<file path="config.mk">
export PLATFORM = sky130hd
export DESIGN_NAME = rsb_readout_bank
export DESIGN_NICKNAME = d
export VERILOG_FILES = /design/src/rtl/rsb_pkg.sv /design/src/rtl/rsb_readout_bank.sv /design/src/rtl/rsb_strength_capture.sv
export SDC_FILE = /design/constraint.sdc
export NUM_CORES = 1
export LEC_CHECK = 0
export ABC_AREA = 1
export BUFFER_PORTS_ARGS = -buffer_cell sky130_fd_sc_hd__buf_2
export CAP_MARGIN = 30
export CORE_MARGIN = 10
export CORE_UTILIZATION = 40
export CTS_BUF_LIST = sky130_fd_sc_hd__clkbuf_4 sky130_fd_sc_hd__clkbuf_8 sky130_fd_sc_hd__clkbuf_16
export DETAILED_ROUTE_END_ITERATION = 16
export GPL_TIMING_DRIVEN = 0
export PLACE_DENSITY = 0.66
export SLEW_MARGIN = 20
export SYNTH_ARGS = -nofsm -noshare
export SYNTH_HDL_FRONTEND = slang
export SYNTH_SLANG_ARGS = --single-unit
</file>
<file path="constraint.sdc">
create_clock -name CLOCK -period 1.7 [get_ports CLOCK]
set_clock_uncertainty 0.05 [all_clocks]
set_input_delay 0.17 -clock CLOCK [delete_from_list [all_inputs] [get_ports CLOCK]]
set_output_delay 0.17 -clock CLOCK [all_outputs]
set_load 0.005 [all_outputs]
</file>
<file path="src/rtl/rsb_pkg.sv">
// Purpose: Shared constants and types of the status readout bank
// Assumes: AXI4-Lite, 32-bit data, one register per aligned word
// Notes:   Byte address of a register is four times its index
package rsb_pkg;
    localparam int          ADDR_W        = 8;
    localparam int          DATA_W        = 32;
    // Register indices
    localparam logic [5:0]  IDX_PAGE_SEL  = 6'h29;
    localparam logic [5:0]  IDX_HEALTH    = 6'h2a;
    localparam logic [5:0]  IDX_STRENGTH  = 6'h2b;
    localparam logic [5:0]  IDX_CAL_VIEW  = 6'h2c;
    localparam logic [5:0]  IDX_ADC_VIEW  = 6'h2d;
    localparam logic [7:0]  PAGE_SEL_RST  = 8'h00;
    // Page-select field positions
    localparam int          ADC_PG_MSB    = 7;
    localparam int          ADC_PG_LSB    = 6;
    localparam int          CAL_PG_MSB    = 5;
    localparam int          CAL_PG_LSB    = 4;
    localparam int          STR_PG_MSB    = 3;
    localparam int          STR_PG_LSB    = 0;
    // Strength page codes
    localparam logic [3:0]  STR_LIVE      = 4'h0;
    localparam logic [3:0]  STR_QUIET     = 4'h2;
    localparam logic [3:0]  STR_PILOT     = 4'h4;
    localparam logic [3:0]  STR_SECOND    = 4'h6;
    localparam logic [3:0]  STR_PEAK      = 4'h8;
    localparam logic [3:0]  STR_COL_TIME  = 4'hc;
    localparam logic [3:0]  STR_COL_DUR   = 4'hd;
    localparam logic [3:0]  STR_ERR_TIME  = 4'he;
    // Calibration and converter view pages
    localparam logic [1:0]  CAL_PG_AGL    = 2'h0;
    localparam logic [1:0]  CAL_PG_VCO    = 2'h1;
    localparam logic [1:0]  CAL_PG_FILT   = 2'h2;
    localparam logic [1:0]  ADC_PG_ADC    = 2'h0;
    localparam logic [1:0]  ADC_PG_SUPPLY = 2'h1;
    // Bus responses
    localparam logic [1:0]  RESP_OKAY     = 2'h0;
    localparam logic [1:0]  RESP_SLVERR   = 2'h2;

    typedef struct packed {
        logic       subc_phase;
        logic [2:0] agc_state;
        logic       in_select;
        logic       carrier_level_stable;
        logic       pll_locked;
        logic       osc_stable;
    } rsb_health_t;

    typedef struct packed {
        logic [3:0] q;
        logic [3:0] i;
    } rsb_strength_t;

    typedef struct packed {
        rsb_strength_t quiet;
        rsb_strength_t pilot;
        rsb_strength_t second_byte;
        rsb_strength_t peak;
    } rsb_snap_t;
endpackage

</file>
<file path="src/rtl/rsb_readout_bank.sv">
// Purpose: Paged status readout bank behind an AXI4-Lite slave
// Assumes: Status inputs are synchronous to CLOCK
// Notes:   Byte address is four times the register index
//
// Operation
// RL1: Page bits 7:6 steer the converter view
// RL2: Page bits 5:4 steer the calibration view
// RL3: Strength page 0000 shows live I/Q
// RL4: Page 0010 shows quiet level from store command
// RL5: Pages 0100/0110/1000: pilot, second byte, peak
// RL6: Pages 1100/1101: collision time and duration
// RL7: Page 1110 error time; others unused
// RL8: Health bit 7 shows sub-carrier phase
// RL9: Health bits 6:4 show gain control state
// RL10: Health bit 3 shows decoder channel
// RL11: Health bit 2 shows carrier level stable
// RL12: Health bit 1 shows synthesiser lock
// RL13: Health bit 0 shows oscillator stable
// RL14: Strength bits 7:4 carry Q level
// RL15: Strength bits 3:0 carry I level
// RL16: Writes to read-only ignored; reads live
//
// Decided for this implementation: the AXI4-Lite register port.
`timescale 1ns/10ps
module rsb_readout_bank (
    input  wire logic                     CLOCK,
    input  wire logic                     RST_B,
    // AXI4-Lite write address
    input  wire logic [rsb_pkg::ADDR_W-1:0] S_AXI_AWADDR,
    input  wire logic                     S_AXI_AWVALID,
    output logic                          S_AXI_AWREADY,
    // AXI4-Lite write data
    input  wire logic [rsb_pkg::DATA_W-1:0] S_AXI_WDATA,
    input  wire logic [3:0]               S_AXI_WSTRB,
    input  wire logic                     S_AXI_WVALID,
    output logic                          S_AXI_WREADY,
    // AXI4-Lite write response
    output logic [1:0]                    S_AXI_BRESP,
    output logic                          S_AXI_BVALID,
    input  wire logic                     S_AXI_BREADY,
    // AXI4-Lite read address
    input  wire logic [rsb_pkg::ADDR_W-1:0] S_AXI_ARADDR,
    input  wire logic                     S_AXI_ARVALID,
    output logic                          S_AXI_ARREADY,
    // AXI4-Lite read data
    output logic [rsb_pkg::DATA_W-1:0]    S_AXI_RDATA,
    output logic [1:0]                    S_AXI_RRESP,
    output logic                          S_AXI_RVALID,
    input  wire logic                     S_AXI_RREADY,
    // Receiver and health status
    input  wire rsb_pkg::rsb_health_t     HEALTH,
    input  wire rsb_pkg::rsb_strength_t   STRENGTH_LIVE,
    input  wire logic                     STORE_STRENGTH,
    input  wire logic                     PILOT_SEEN,
    input  wire logic                     SECOND_BYTE_SEEN,
    input  wire logic                     RX_START,
    input  wire logic [7:0]               COLLISION_THRESHOLD_TIME,
    input  wire logic [7:0]               COLLISION_THRESHOLD_DURATION,
    input  wire logic [7:0]               PROTOCOL_ERROR_TIME,
    // Calibration and converter status
    input  wire logic [5:0]               AGL_STATUS,
    input  wire logic [3:0]               VCO_RANGE,
    input  wire logic [2:0]               VCO_VOLTAGE,
    input  wire logic [3:0]               HP_CAL,
    input  wire logic [3:0]               LP_CAL,
    input  wire logic [7:0]               ADC_RESULT,
    input  wire logic                     TCXO_MODE,
    input  wire logic [2:0]               SUPPLY_SETTING
);
    import rsb_pkg::*;

    logic [7:0]        page_sel;
    logic [1:0]        adc_view_page;
    logic [1:0]        cal_view_page;
    logic [3:0]        strength_view_page;
    rsb_snap_t         snap;

    logic              aw_held;
    logic              w_held;
    logic [5:0]        aw_idx;
    logic [7:0]        w_byte;
    logic              w_lane0;
    logic              wr_go;
    logic              bvalid;
    logic [1:0]        bresp;
    logic              page_wr;
    logic              wr_page_hit;
    logic              wr_known;

    logic              rvalid;
    logic [1:0]        rresp;
    logic [DATA_W-1:0] rdata;
    logic              rd_go;
    logic [5:0]        ar_idx;

    logic [7:0]        health_view;
    logic [7:0]        strength_view;
    logic [7:0]        cal_view;
    logic [7:0]        adc_view;
    logic [7:0]        next_rbyte;
    logic              next_rhit;

    rsb_strength_capture u_capture (
        .clk            (CLOCK),
        .rst_b          (RST_B),
        .live           (STRENGTH_LIVE),
        .store_quiet    (STORE_STRENGTH),
        .at_pilot       (PILOT_SEEN),
        .at_second_byte (SECOND_BYTE_SEEN),
        .rx_start       (RX_START),
        .snap           (snap)
    );

    // Write channel: address and data taken in either order
    assign S_AXI_AWREADY = !aw_held && !bvalid;
    assign S_AXI_WREADY  = !w_held && !bvalid;
    assign wr_go         = aw_held && w_held && !bvalid;

    always_ff @(posedge CLOCK or negedge RST_B) begin
        if (!RST_B) begin
            aw_held <= 1'h0;
            aw_idx  <= 6'h00;
        end else if (S_AXI_AWVALID && S_AXI_AWREADY) begin
            aw_held <= 1'h1;
            aw_idx  <= S_AXI_AWADDR[7:2];
        end else if (wr_go) begin
            aw_held <= 1'h0;
        end
    end

    always_ff @(posedge CLOCK or negedge RST_B) begin
        if (!RST_B) begin
            w_held  <= 1'h0;
            w_byte  <= 8'h00;
            w_lane0 <= 1'h0;
        end else if (S_AXI_WVALID && S_AXI_WREADY) begin
            w_held  <= 1'h1;
            w_byte  <= S_AXI_WDATA[7:0];
            w_lane0 <= S_AXI_WSTRB[0];
        end else if (wr_go) begin
            w_held <= 1'h0;
        end
    end

    // Decode once so the store and the response agree on the target
    always_comb begin
        wr_page_hit = 1'h0;
        wr_known    = 1'h1;
        unique case (aw_idx)
            IDX_PAGE_SEL: begin
                wr_page_hit = 1'h1;
            end
            IDX_HEALTH, IDX_STRENGTH, IDX_CAL_VIEW, IDX_ADC_VIEW: begin
                wr_known = 1'h1; // [RL16]
            end
            default: begin
                wr_known = 1'h0;
            end
        endcase
    end

    // Only the page-select word stores; status words drop the data
    assign page_wr = wr_go && wr_page_hit && w_lane0; // [RL16]

    // One flop group per field so each view page has a single owner
    always_ff @(posedge CLOCK or negedge RST_B) begin
        if (!RST_B) begin
            adc_view_page <= PAGE_SEL_RST[ADC_PG_MSB:ADC_PG_LSB]; // [RL1]
        end else if (page_wr) begin
            adc_view_page <= w_byte[ADC_PG_MSB:ADC_PG_LSB]; // [RL1]
        end
    end

    always_ff @(posedge CLOCK or negedge RST_B) begin
        if (!RST_B) begin
            cal_view_page <= PAGE_SEL_RST[CAL_PG_MSB:CAL_PG_LSB]; // [RL2]
        end else if (page_wr) begin
            cal_view_page <= w_byte[CAL_PG_MSB:CAL_PG_LSB]; // [RL2]
        end
    end

    always_ff @(posedge CLOCK or negedge RST_B) begin
        if (!RST_B) begin
            strength_view_page <= PAGE_SEL_RST[STR_PG_MSB:STR_PG_LSB]; // [RL3]
        end else if (page_wr) begin
            strength_view_page <= w_byte[STR_PG_MSB:STR_PG_LSB]; // [RL3]
        end
    end

    assign page_sel = {adc_view_page, cal_view_page, strength_view_page};

    always_ff @(posedge CLOCK or negedge RST_B) begin
        if (!RST_B) begin
            bvalid <= 1'h0;
            bresp  <= RESP_OKAY;
        end else if (wr_go) begin
            bvalid <= 1'h1;
            bresp  <= wr_known ? RESP_OKAY : RESP_SLVERR; // [RL16]
        end else if (S_AXI_BREADY) begin
            bvalid <= 1'h0;
        end
    end

    assign S_AXI_BVALID = bvalid;
    assign S_AXI_BRESP  = bresp;

    // Health word maps the struct straight onto bits 7:0
    always_comb begin
        health_view[7]   = HEALTH.subc_phase; // [RL8]
        health_view[6:4] = HEALTH.agc_state; // [RL9]
        health_view[3]   = HEALTH.in_select; // [RL10]
        health_view[2]   = HEALTH.carrier_level_stable; // [RL11]
        health_view[1]   = HEALTH.pll_locked; // [RL12]
        health_view[0]   = HEALTH.osc_stable; // [RL13]
    end

    // Unused page codes read as zero
    always_comb begin
        strength_view = 8'h00; // [RL7]
        unique case (strength_view_page)
            STR_LIVE: begin
                strength_view = {STRENGTH_LIVE.q, STRENGTH_LIVE.i}; // [RL3] [RL14] [RL15]
            end
            STR_QUIET: begin
                strength_view = {snap.quiet.q, snap.quiet.i}; // [RL4] [RL14] [RL15]
            end
            STR_PILOT: begin
                strength_view = {snap.pilot.q, snap.pilot.i}; // [RL5]
            end
            STR_SECOND: begin
                strength_view = {snap.second_byte.q, snap.second_byte.i}; // [RL5]
            end
            STR_PEAK: begin
                strength_view = {snap.peak.q, snap.peak.i}; // [RL5]
            end
            STR_COL_TIME: begin
                strength_view = COLLISION_THRESHOLD_TIME; // [RL6]
            end
            STR_COL_DUR: begin
                strength_view = COLLISION_THRESHOLD_DURATION; // [RL6]
            end
            STR_ERR_TIME: begin
                strength_view = PROTOCOL_ERROR_TIME; // [RL7]
            end
            default: begin
                strength_view = 8'h00; // [RL7]
            end
        endcase
    end

    always_comb begin
        cal_view = 8'h00;
        unique case (cal_view_page)
            CAL_PG_AGL: begin
                cal_view = {2'h0, AGL_STATUS}; // [RL2]
            end
            CAL_PG_VCO: begin
                cal_view = {VCO_RANGE, 1'h1, VCO_VOLTAGE}; // [RL2]
            end
            CAL_PG_FILT: begin
                cal_view = {HP_CAL, LP_CAL}; // [RL2]
            end
            default: begin
                cal_view = 8'h00;
            end
        endcase
    end

    always_comb begin
        adc_view = 8'h00;
        unique case (adc_view_page)
            ADC_PG_ADC: begin
                adc_view = ADC_RESULT; // [RL1]
            end
            ADC_PG_SUPPLY: begin
                adc_view = {TCXO_MODE, 4'h0, SUPPLY_SETTING}; // [RL1]
            end
            default: begin
                adc_view = 8'h00;
            end
        endcase
    end

    // Read channel: one outstanding read, data sampled when taken
    assign S_AXI_ARREADY = !rvalid;
    assign rd_go         = S_AXI_ARVALID && !rvalid;
    assign ar_idx        = S_AXI_ARADDR[7:2];

    // Status is read as it stands now; nothing is latched ahead of the read
    always_comb begin
        next_rbyte = 8'h00;
        next_rhit  = 1'h1;
        unique case (ar_idx)
            IDX_PAGE_SEL: begin
                next_rbyte = page_sel;
            end
            IDX_HEALTH: begin
                next_rbyte = health_view;
            end
            IDX_STRENGTH: begin
                next_rbyte = strength_view; // [RL16]
            end
            IDX_CAL_VIEW: begin
                next_rbyte = cal_view;
            end
            IDX_ADC_VIEW: begin
                next_rbyte = adc_view;
            end
            default: begin
                next_rhit = 1'h0;
            end
        endcase
    end

    always_ff @(posedge CLOCK or negedge RST_B) begin
        if (!RST_B) begin
            rvalid <= 1'h0;
        end else if (rd_go) begin
            rvalid <= 1'h1;
        end else if (S_AXI_RREADY) begin
            rvalid <= 1'h0;
        end
    end

    // Upper bits always zero; only the low byte is implemented
    always_ff @(posedge CLOCK or negedge RST_B) begin
        if (!RST_B) begin
            rdata <= 32'h0000_0000;
        end else if (rd_go) begin
            rdata <= {24'h00_0000, next_rbyte}; // [RL16]
        end
    end

    // Unmapped indices answer with an error so software sees the miss
    always_ff @(posedge CLOCK or negedge RST_B) begin
        if (!RST_B) begin
            rresp <= RESP_OKAY;
        end else if (rd_go) begin
            rresp <= next_rhit ? RESP_OKAY : RESP_SLVERR;
        end
    end

    assign S_AXI_RVALID = rvalid;
    assign S_AXI_RDATA  = rdata;
    assign S_AXI_RRESP  = rresp;
endmodule

</file>
<file path="src/rtl/rsb_strength_capture.sv">
// Purpose: Holds the captured I/Q strength levels per channel
// Assumes: Strobes are one-cycle pulses from the receiver
// Notes:   Peak restarts from the live level at reception start
`timescale 1ns/10ps
module rsb_strength_capture (
    input  wire logic                  clk,
    input  wire logic                  rst_b,
    input  wire rsb_pkg::rsb_strength_t live,
    input  wire logic                  store_quiet,
    input  wire logic                  at_pilot,
    input  wire logic                  at_second_byte,
    input  wire logic                  rx_start,
    output rsb_pkg::rsb_snap_t         snap
);
    import rsb_pkg::*;

    logic [1:0][3:0] live_ch;
    logic [1:0][3:0] quiet_ch;
    logic [1:0][3:0] pilot_ch;
    logic [1:0][3:0] second_ch;
    logic [1:0][3:0] peak_ch;

    assign live_ch = {live.q, live.i};

    // Channel 0 is I, channel 1 is Q
    for (genvar c = 0; c < 2; c++) begin : g_ch
        always_ff @(posedge clk or negedge rst_b) begin
            if (!rst_b) begin
                quiet_ch[c] <= 4'h0;
            end else if (store_quiet) begin
                quiet_ch[c] <= live_ch[c]; // [RL4]
            end
        end

        always_ff @(posedge clk or negedge rst_b) begin
            if (!rst_b) begin
                pilot_ch[c]  <= 4'h0;
                second_ch[c] <= 4'h0;
            end else begin
                if (at_pilot) begin
                    pilot_ch[c] <= live_ch[c]; // [RL5]
                end
                if (at_second_byte) begin
                    second_ch[c] <= live_ch[c]; // [RL5]
                end
            end
        end

        // Restart wins over tracking so a new frame never inherits an old peak
        always_ff @(posedge clk or negedge rst_b) begin
            if (!rst_b) begin
                peak_ch[c] <= 4'h0;
            end else if (rx_start || live_ch[c] > peak_ch[c]) begin
                peak_ch[c] <= live_ch[c]; // [RL5]
            end
        end
    end

    // One driver for the whole struct; field order as the package declares it
    assign snap = {quiet_ch[1], quiet_ch[0], pilot_ch[1], pilot_ch[0],
                   second_ch[1], second_ch[0], peak_ch[1], peak_ch[0]};
endmodule

</file>
Word level (Yosys, flattened, before mapping)
Index checks and enable logic that the tools add are counted. Widths: inputs -> output; s select.

Output and inout port bits: 41. Word-level logic and storage cells: 83. Bits in registers: 71.

Eq/ne operators: 20. $lt $le $gt $ge: 2. Mux-type cells: 16. Reduce and logical (&&, ||, !) cells: 24.

Operators by type and width (number): $pmux 8 s8 (1); $eq 6x6->1 const B (10); $pmux 8 s5 (1); $pmux 8 s3 (1); $eq 4x4->1 const B (4); $pmux 8 s2 (1); $mux 1 (10); $reduce_or 5->1 (2); $logic_and 1x1->1 (9); $eq 4x3->1 const B (2); $gt 4x4->1 (2); $reduce_bool 2->1 (4); $eq 2x1->1 const B (2); $eq 4x2->1 const B (1); $logic_not 1->1 (4); $logic_not 2->1 (2); $logic_not 4->1 (1); $mux 2 (2); $eq 2x2->1 const B (1); $logic_or 1x1->1 (2).

Depth between registers and ports, before layout
Depth in word-level cells: 4. Depth in mapped cells: 11.

Modules after synthesis
Synthesis repeated with hierarchy kept, for this count alone.

Cell total of the unflattened synthesis: 576. Area total of the unflattened synthesis: 4261.6 um^2.

By module, submodules not included: rsb_readout_bank (times used 1, cells an instance 446, sequential area each 925.9 um^2, area an instance 2839.0 um^2); rsb_strength_capture (times used 1, cells an instance 130, sequential area each 800.8 um^2, area an instance 1422.6 um^2).

Worst setup path before layout
No wires, ideal clock.

Path kind: register to register. From: register bvalid (netlist: S_AXI_BVALID). To: register adc_view_page[1]. Arrival time: 1.234 ns. Required time: 1.529 ns. Period minus slack after synthesis: 1.405 ns. Slack: 0.295 ns. Path buffers: 1. Stages on the path, launching flop included: 6. Cell sequence: dfrtp_1 nor3_2 nand3_1 buf_2 nand2_1 o21ai_1.

Longest elaborated chain between the ends: 4.

RTL lines: start, declared (line rsb_readout_bank.sv:84) `logic bvalid;`; start signal, assigned (line rsb_readout_bank.sv:194) `bvalid <= 1'h0;`; start signal, assigned (line rsb_readout_bank.sv:197) `bvalid <= 1'h1;`; start signal, assigned (line rsb_readout_bank.sv:200) `bvalid <= 1'h0;`; $logic_not 1->1 (line rsb_readout_bank.sv:117) `assign wr_go = aw_held && w_held && !bvalid;`; $logic_and 1x1->1 (line rsb_readout_bank.sv:117); $logic_and 1x1->1 (2 in series) (line rsb_readout_bank.sv:163) `assign page_wr = wr_go && wr_page_hit && w_lane0;`; end signal, assigned (line rsb_readout_bank.sv:168) `adc_view_page <= PAGE_SEL_RST[ADC_PG_MSB:ADC_PG_LSB];`; end signal, assigned (line rsb_readout_bank.sv:170) `adc_view_page <= w_byte[ADC_PG_MSB:ADC_PG_LSB];`; end, declared (line rsb_readout_bank.sv:73) `logic [1:0] adc_view_page;`.

No other way between the ends. A chain may end at the register's enable or synchronous reset.

Final worst setup path
From: register strength_view_page[2]. To: register rdata[7] (netlist: S_AXI_RDATA[7]).

Longest elaborated chain between the ends: 3. Elaborated cells on any way between the ends: 10. Classes of those cells: eq/ne (7); mux (2); reduce/logical (1).

RTL lines: start, declared (line rsb_readout_bank.sv:75) `logic [3:0] strength_view_page;`; start signal, assigned (line rsb_readout_bank.sv:184) `strength_view_page <= PAGE_SEL_RST[STR_PG_MSB:STR_PG_LSB];`; start signal, assigned (line rsb_readout_bank.sv:186) `strength_view_page <= w_byte[STR_PG_MSB:STR_PG_LSB];`; $eq 4x4->1 (tied with other cells) (line rsb_readout_bank.sv:220) `unique case (strength_view_page)`; $pmux 8 s8 * (line rsb_readout_bank.sv:220); $pmux 8 s5 * (line rsb_readout_bank.sv:293) `unique case (ar_idx)`; end signal, assigned (line rsb_readout_bank.sv:330) `rdata <= {24'h00_0000, next_rbyte};`; end, declared (line rsb_readout_bank.sv:92) `logic [DATA_W-1:0] rdata;`.

Mark *: on every way between the ends. The rest lies on a longest branch, timed or not.

==> flow_metrics.py <==
metrics = {
    "clock_tree": {
        "numClockSinks": 69,
        "cts_tree": "yes",
        "clock_latency_ns": 0.35,
        "cts.htree.levels": 3,
        "cts_root_buffer": "clkbuf_8",
        "path_clk_slew_ns": 0.09,
        "cts_buffers": 9,
        "cts_buffer_depth": 2,
    },
    "placement": {
        "io_buffers": 116,
        "place_hpwl_um": 10200,
        "place_inst": 851,
        "gp_congestion": 0.850,
    },
    "power": {
        "ir_worst_vdd_uv": 851,
        "leakagePower_uw": 0.00298,
        "power_density_mw_per_mm2": 1180,
        "finalPower_uw": 6480,
    },
    "die": {
        "io_pins": 177,
        "die_w_um": 123,
        "rows": 37,
        "die_h_um": 123,
        "start_util_pct": 41.0,
        "core_area_sq_mm": 0.0103,
        "die-area_sq_mm": 0.0151,
    },
    "sta": {
        "setup_viol": 0,
        "whs_ns": 0.00539,
        "hold_viol": 0,
        "tns_ns": 0,
        "tightest_slew_ns": 0.662,
        "max_freq_mhz": 626,
        "maxSlewViolCount": 0,
        "max_slew_margin_pct": 55.9,
        "fin_crit_ns": 1.60,
        "finalCritPeriodShare_pct": 94.0,
    },
    "synth": {
        "synth.area.top_cells": "dfrtp_1 (41%), nand2_1 (14%), nand3_1 (11%)",
        "syn_area_sq_mm": 0.00424,
        "synth_seq_cells": 69,
        "yosysWarnings": 0,
        "synth.avg_cell_area_sq_um": 7.40,
        "yosys.area.top_type": "dfrtp_1",
        "syn_inst": 573,
        "synth_cell_types": 27,
        "yosysSeqAreaShare_pct": 40.7,
        "synth_top_area_share_pct": 40.7,
    },
    "critical_path": {
        "endpoint_kind": "register",
        "crit_chain": "nand2_1 > inv_2 > buf_6 > nand3_1 > nand2_1 > nor2_1 > nand2_1 > nand2_1 > nand2_1 > nand2_1 > nand2_1",
        "slowest_stage": "dfrtp_2",
        "cp_slowest_stage_delay_ns": 0.49,
        "worstPathArrival_ns": 1.79,
        "crit_family": "simple AND/OR/NAND/NOR gates",
        "required_ns": 1.89,
        "crit_type": "reg -> reg",
        "crit_buf_inv": 2,
        "path_common_cell": "nand2_1",
        "start_kind": "register",
        "critPathMaxFanout": 10,
    },
    "global_route": {
        "grt_pass1_wl_um": 20200,
        "grt_max_degree": 49,
        "grt_pass1_vias": 4292,
        "gr-usage-all-layers_pct": 16.5,
        "grt_antenna_before_repair": 0,
        "grt-ovfl-total": 0,
    },
    "route": {
        "wl_per_cell_um": 14.6,
        "via_per_inst": 4.90,
        "drc": 0,
        "wirelength_um": 12900,
        "drt-pass1-iter-count": 5,
        "first_iter_violations": 199,
        "num_vias": 4302,
        "ant_nets": 0,
    },
    "final_layout": {
        "layout.cells.non_filler": 878,
        "final_common_cell": "nand2_1",
        "area_growth_pct": 29.5,
        "nets": 881,
        "fin_util_pct": 53.2,
        "drive_above_1_share_pct": 29.5,
        "final_cell_mix": "nand2_1 (158), buf_2 (117), nand3_1 (92), dfrtp_1 (65), nor2_1 (59)",
        "diodes": 0,
    },
    "worst_hold_path": {
        "hold_path_class": "in -> reg",
    },
    "outcome": {
        "outcome": "complete, no violations",
    },
    "job": {
        "maxCapViolCount": 0,
    },
}
## synth_stat cells
cell	number
a21oi_1	26
mux2_2	23
or2_2	1
nand2_1	160
conb_1	1
nand3_1	92
a21oi_2	3
clkinv_1	1
o21ai_1	8
o21ai_0	18
ha_1	8
buf_6	3
buf_4	26
inv_1	45
nor2_4	2
a31oi_1	2
and2_1	1
inv_2	4
nor3_2	1
dfrtp_1	69
nor3_1	1
buf_2	7
nor2_2	5
nor3b_1	1
clkbuf_1	5
nor2_1	59
o21bai_1	1
## metal layers
layer | up-vias | global-route usage (%) | share of wire, %
li1 | 2141 | - | -
met1 | 2015 | 18.9 | 40
met2 | 123 | 29.4 | 51
met3 | 23 | 4.79 | 7.2
met4 | 0 | 4.64 | 1.9
met5 | - | 0 | 0
## final cells by class
cell class,count,area [sq um]
fillers,1047,4830
multi-input cells,438,2160
flip-flops and latches,69,1730
repair buffers,129,723
plain buffers,40,292
inverters,50,188
well taps,136,170
clock buffers,9,124
clock inverters,7,96.3
## path summary, 6_finish.rpt
check | from | endpoint | slack (ns) | cells past startpoint
max in group asynchronous | RST_B | strength_view_page[0]$_DFFE_PN0P_ | 0.84 | 3
setup reg to reg | strength_view_page[2]$_DFFE_PN0P_ | S_AXI_RDATA[7]$_DFFE_PN0P_ | 0.10 | 11
hold / removal | S_AXI_WDATA[4] | w_byte[4]$_DFFE_PN0P_ | 0.005 | 3
hold reg to reg | S_AXI_RDATA[7]$_DFFE_PN0P_ | S_AXI_RDATA[7]$_DFFE_PN0P_ | 0.42 | 2
min in group asynchronous | RST_B | u_capture.snap[4]$_DFFE_PN0P_ | 0.21 | 2
setup / recovery | strength_view_page[2]$_DFFE_PN0P_ | S_AXI_RDATA[7]$_DFFE_PN0P_ | 0.10 | 11
## logic make-up after synthesis
family                   synth area share (%)
AND/OR/NAND/NOR                          32.4
buffers and inverters                    11.1
flip-flops                               40.7
AO/OA/AOI/OAI                            7.23
multiplexers                             6.11
adder cells (fa/ha/maj)                  2.36
other                                  0.0885
## tightest hold or removal path: cells and delay by family
kind            cells  cell delay (ns)
compound gates      1             0.09
simple gates        1             0.04
buf+inv             1             0.07
## state kept, by name (all words and copies together) (netlist names)
signal / cells
adc_view_page: 2
cal_view_page: 2
aw_idx: 6
aw_held: 1
w_held: 1
S_AXI_BVALID: 1
u_capture.snap: 32
w_lane0: 1
S_AXI_BRESP: 1
S_AXI_RRESP: 1
S_AXI_RDATA: 8
w_byte: 8
S_AXI_RVALID: 1
strength_view_page: 4
## metrics by stage
| step | setup WS (ns) | cell area, sq um |
|---|---|---|
| 2_1_floorplan | 0.295 | 4330 |
| 5_1_grt | -0.0398 | 5490 |
| 4_1_cts | 0.00960 | 5420 |
| 3_3_place_gp | 0.0272 | 5080 |
| 3_5_place_dp | 0.00552 | 5110 |
| 6_report | 0.101 | 5490 |
## report_power, final
part | internal, uW | switching, uW
Sequential | 2060 | 339
Clock | 833 | 667
Combinational | 1020 | 1560
Total | 3910 | 2570
## timing repair
item,in CTS,in global routing
setup buffers,0,3
hold endpoints to repair,28,1
cloned,0,0
pin swaps,0,2
setup endpoints to repair,6,24
resized for setup,1,20
hold buffers,8,1
Power figures use the tool's default switching activity.
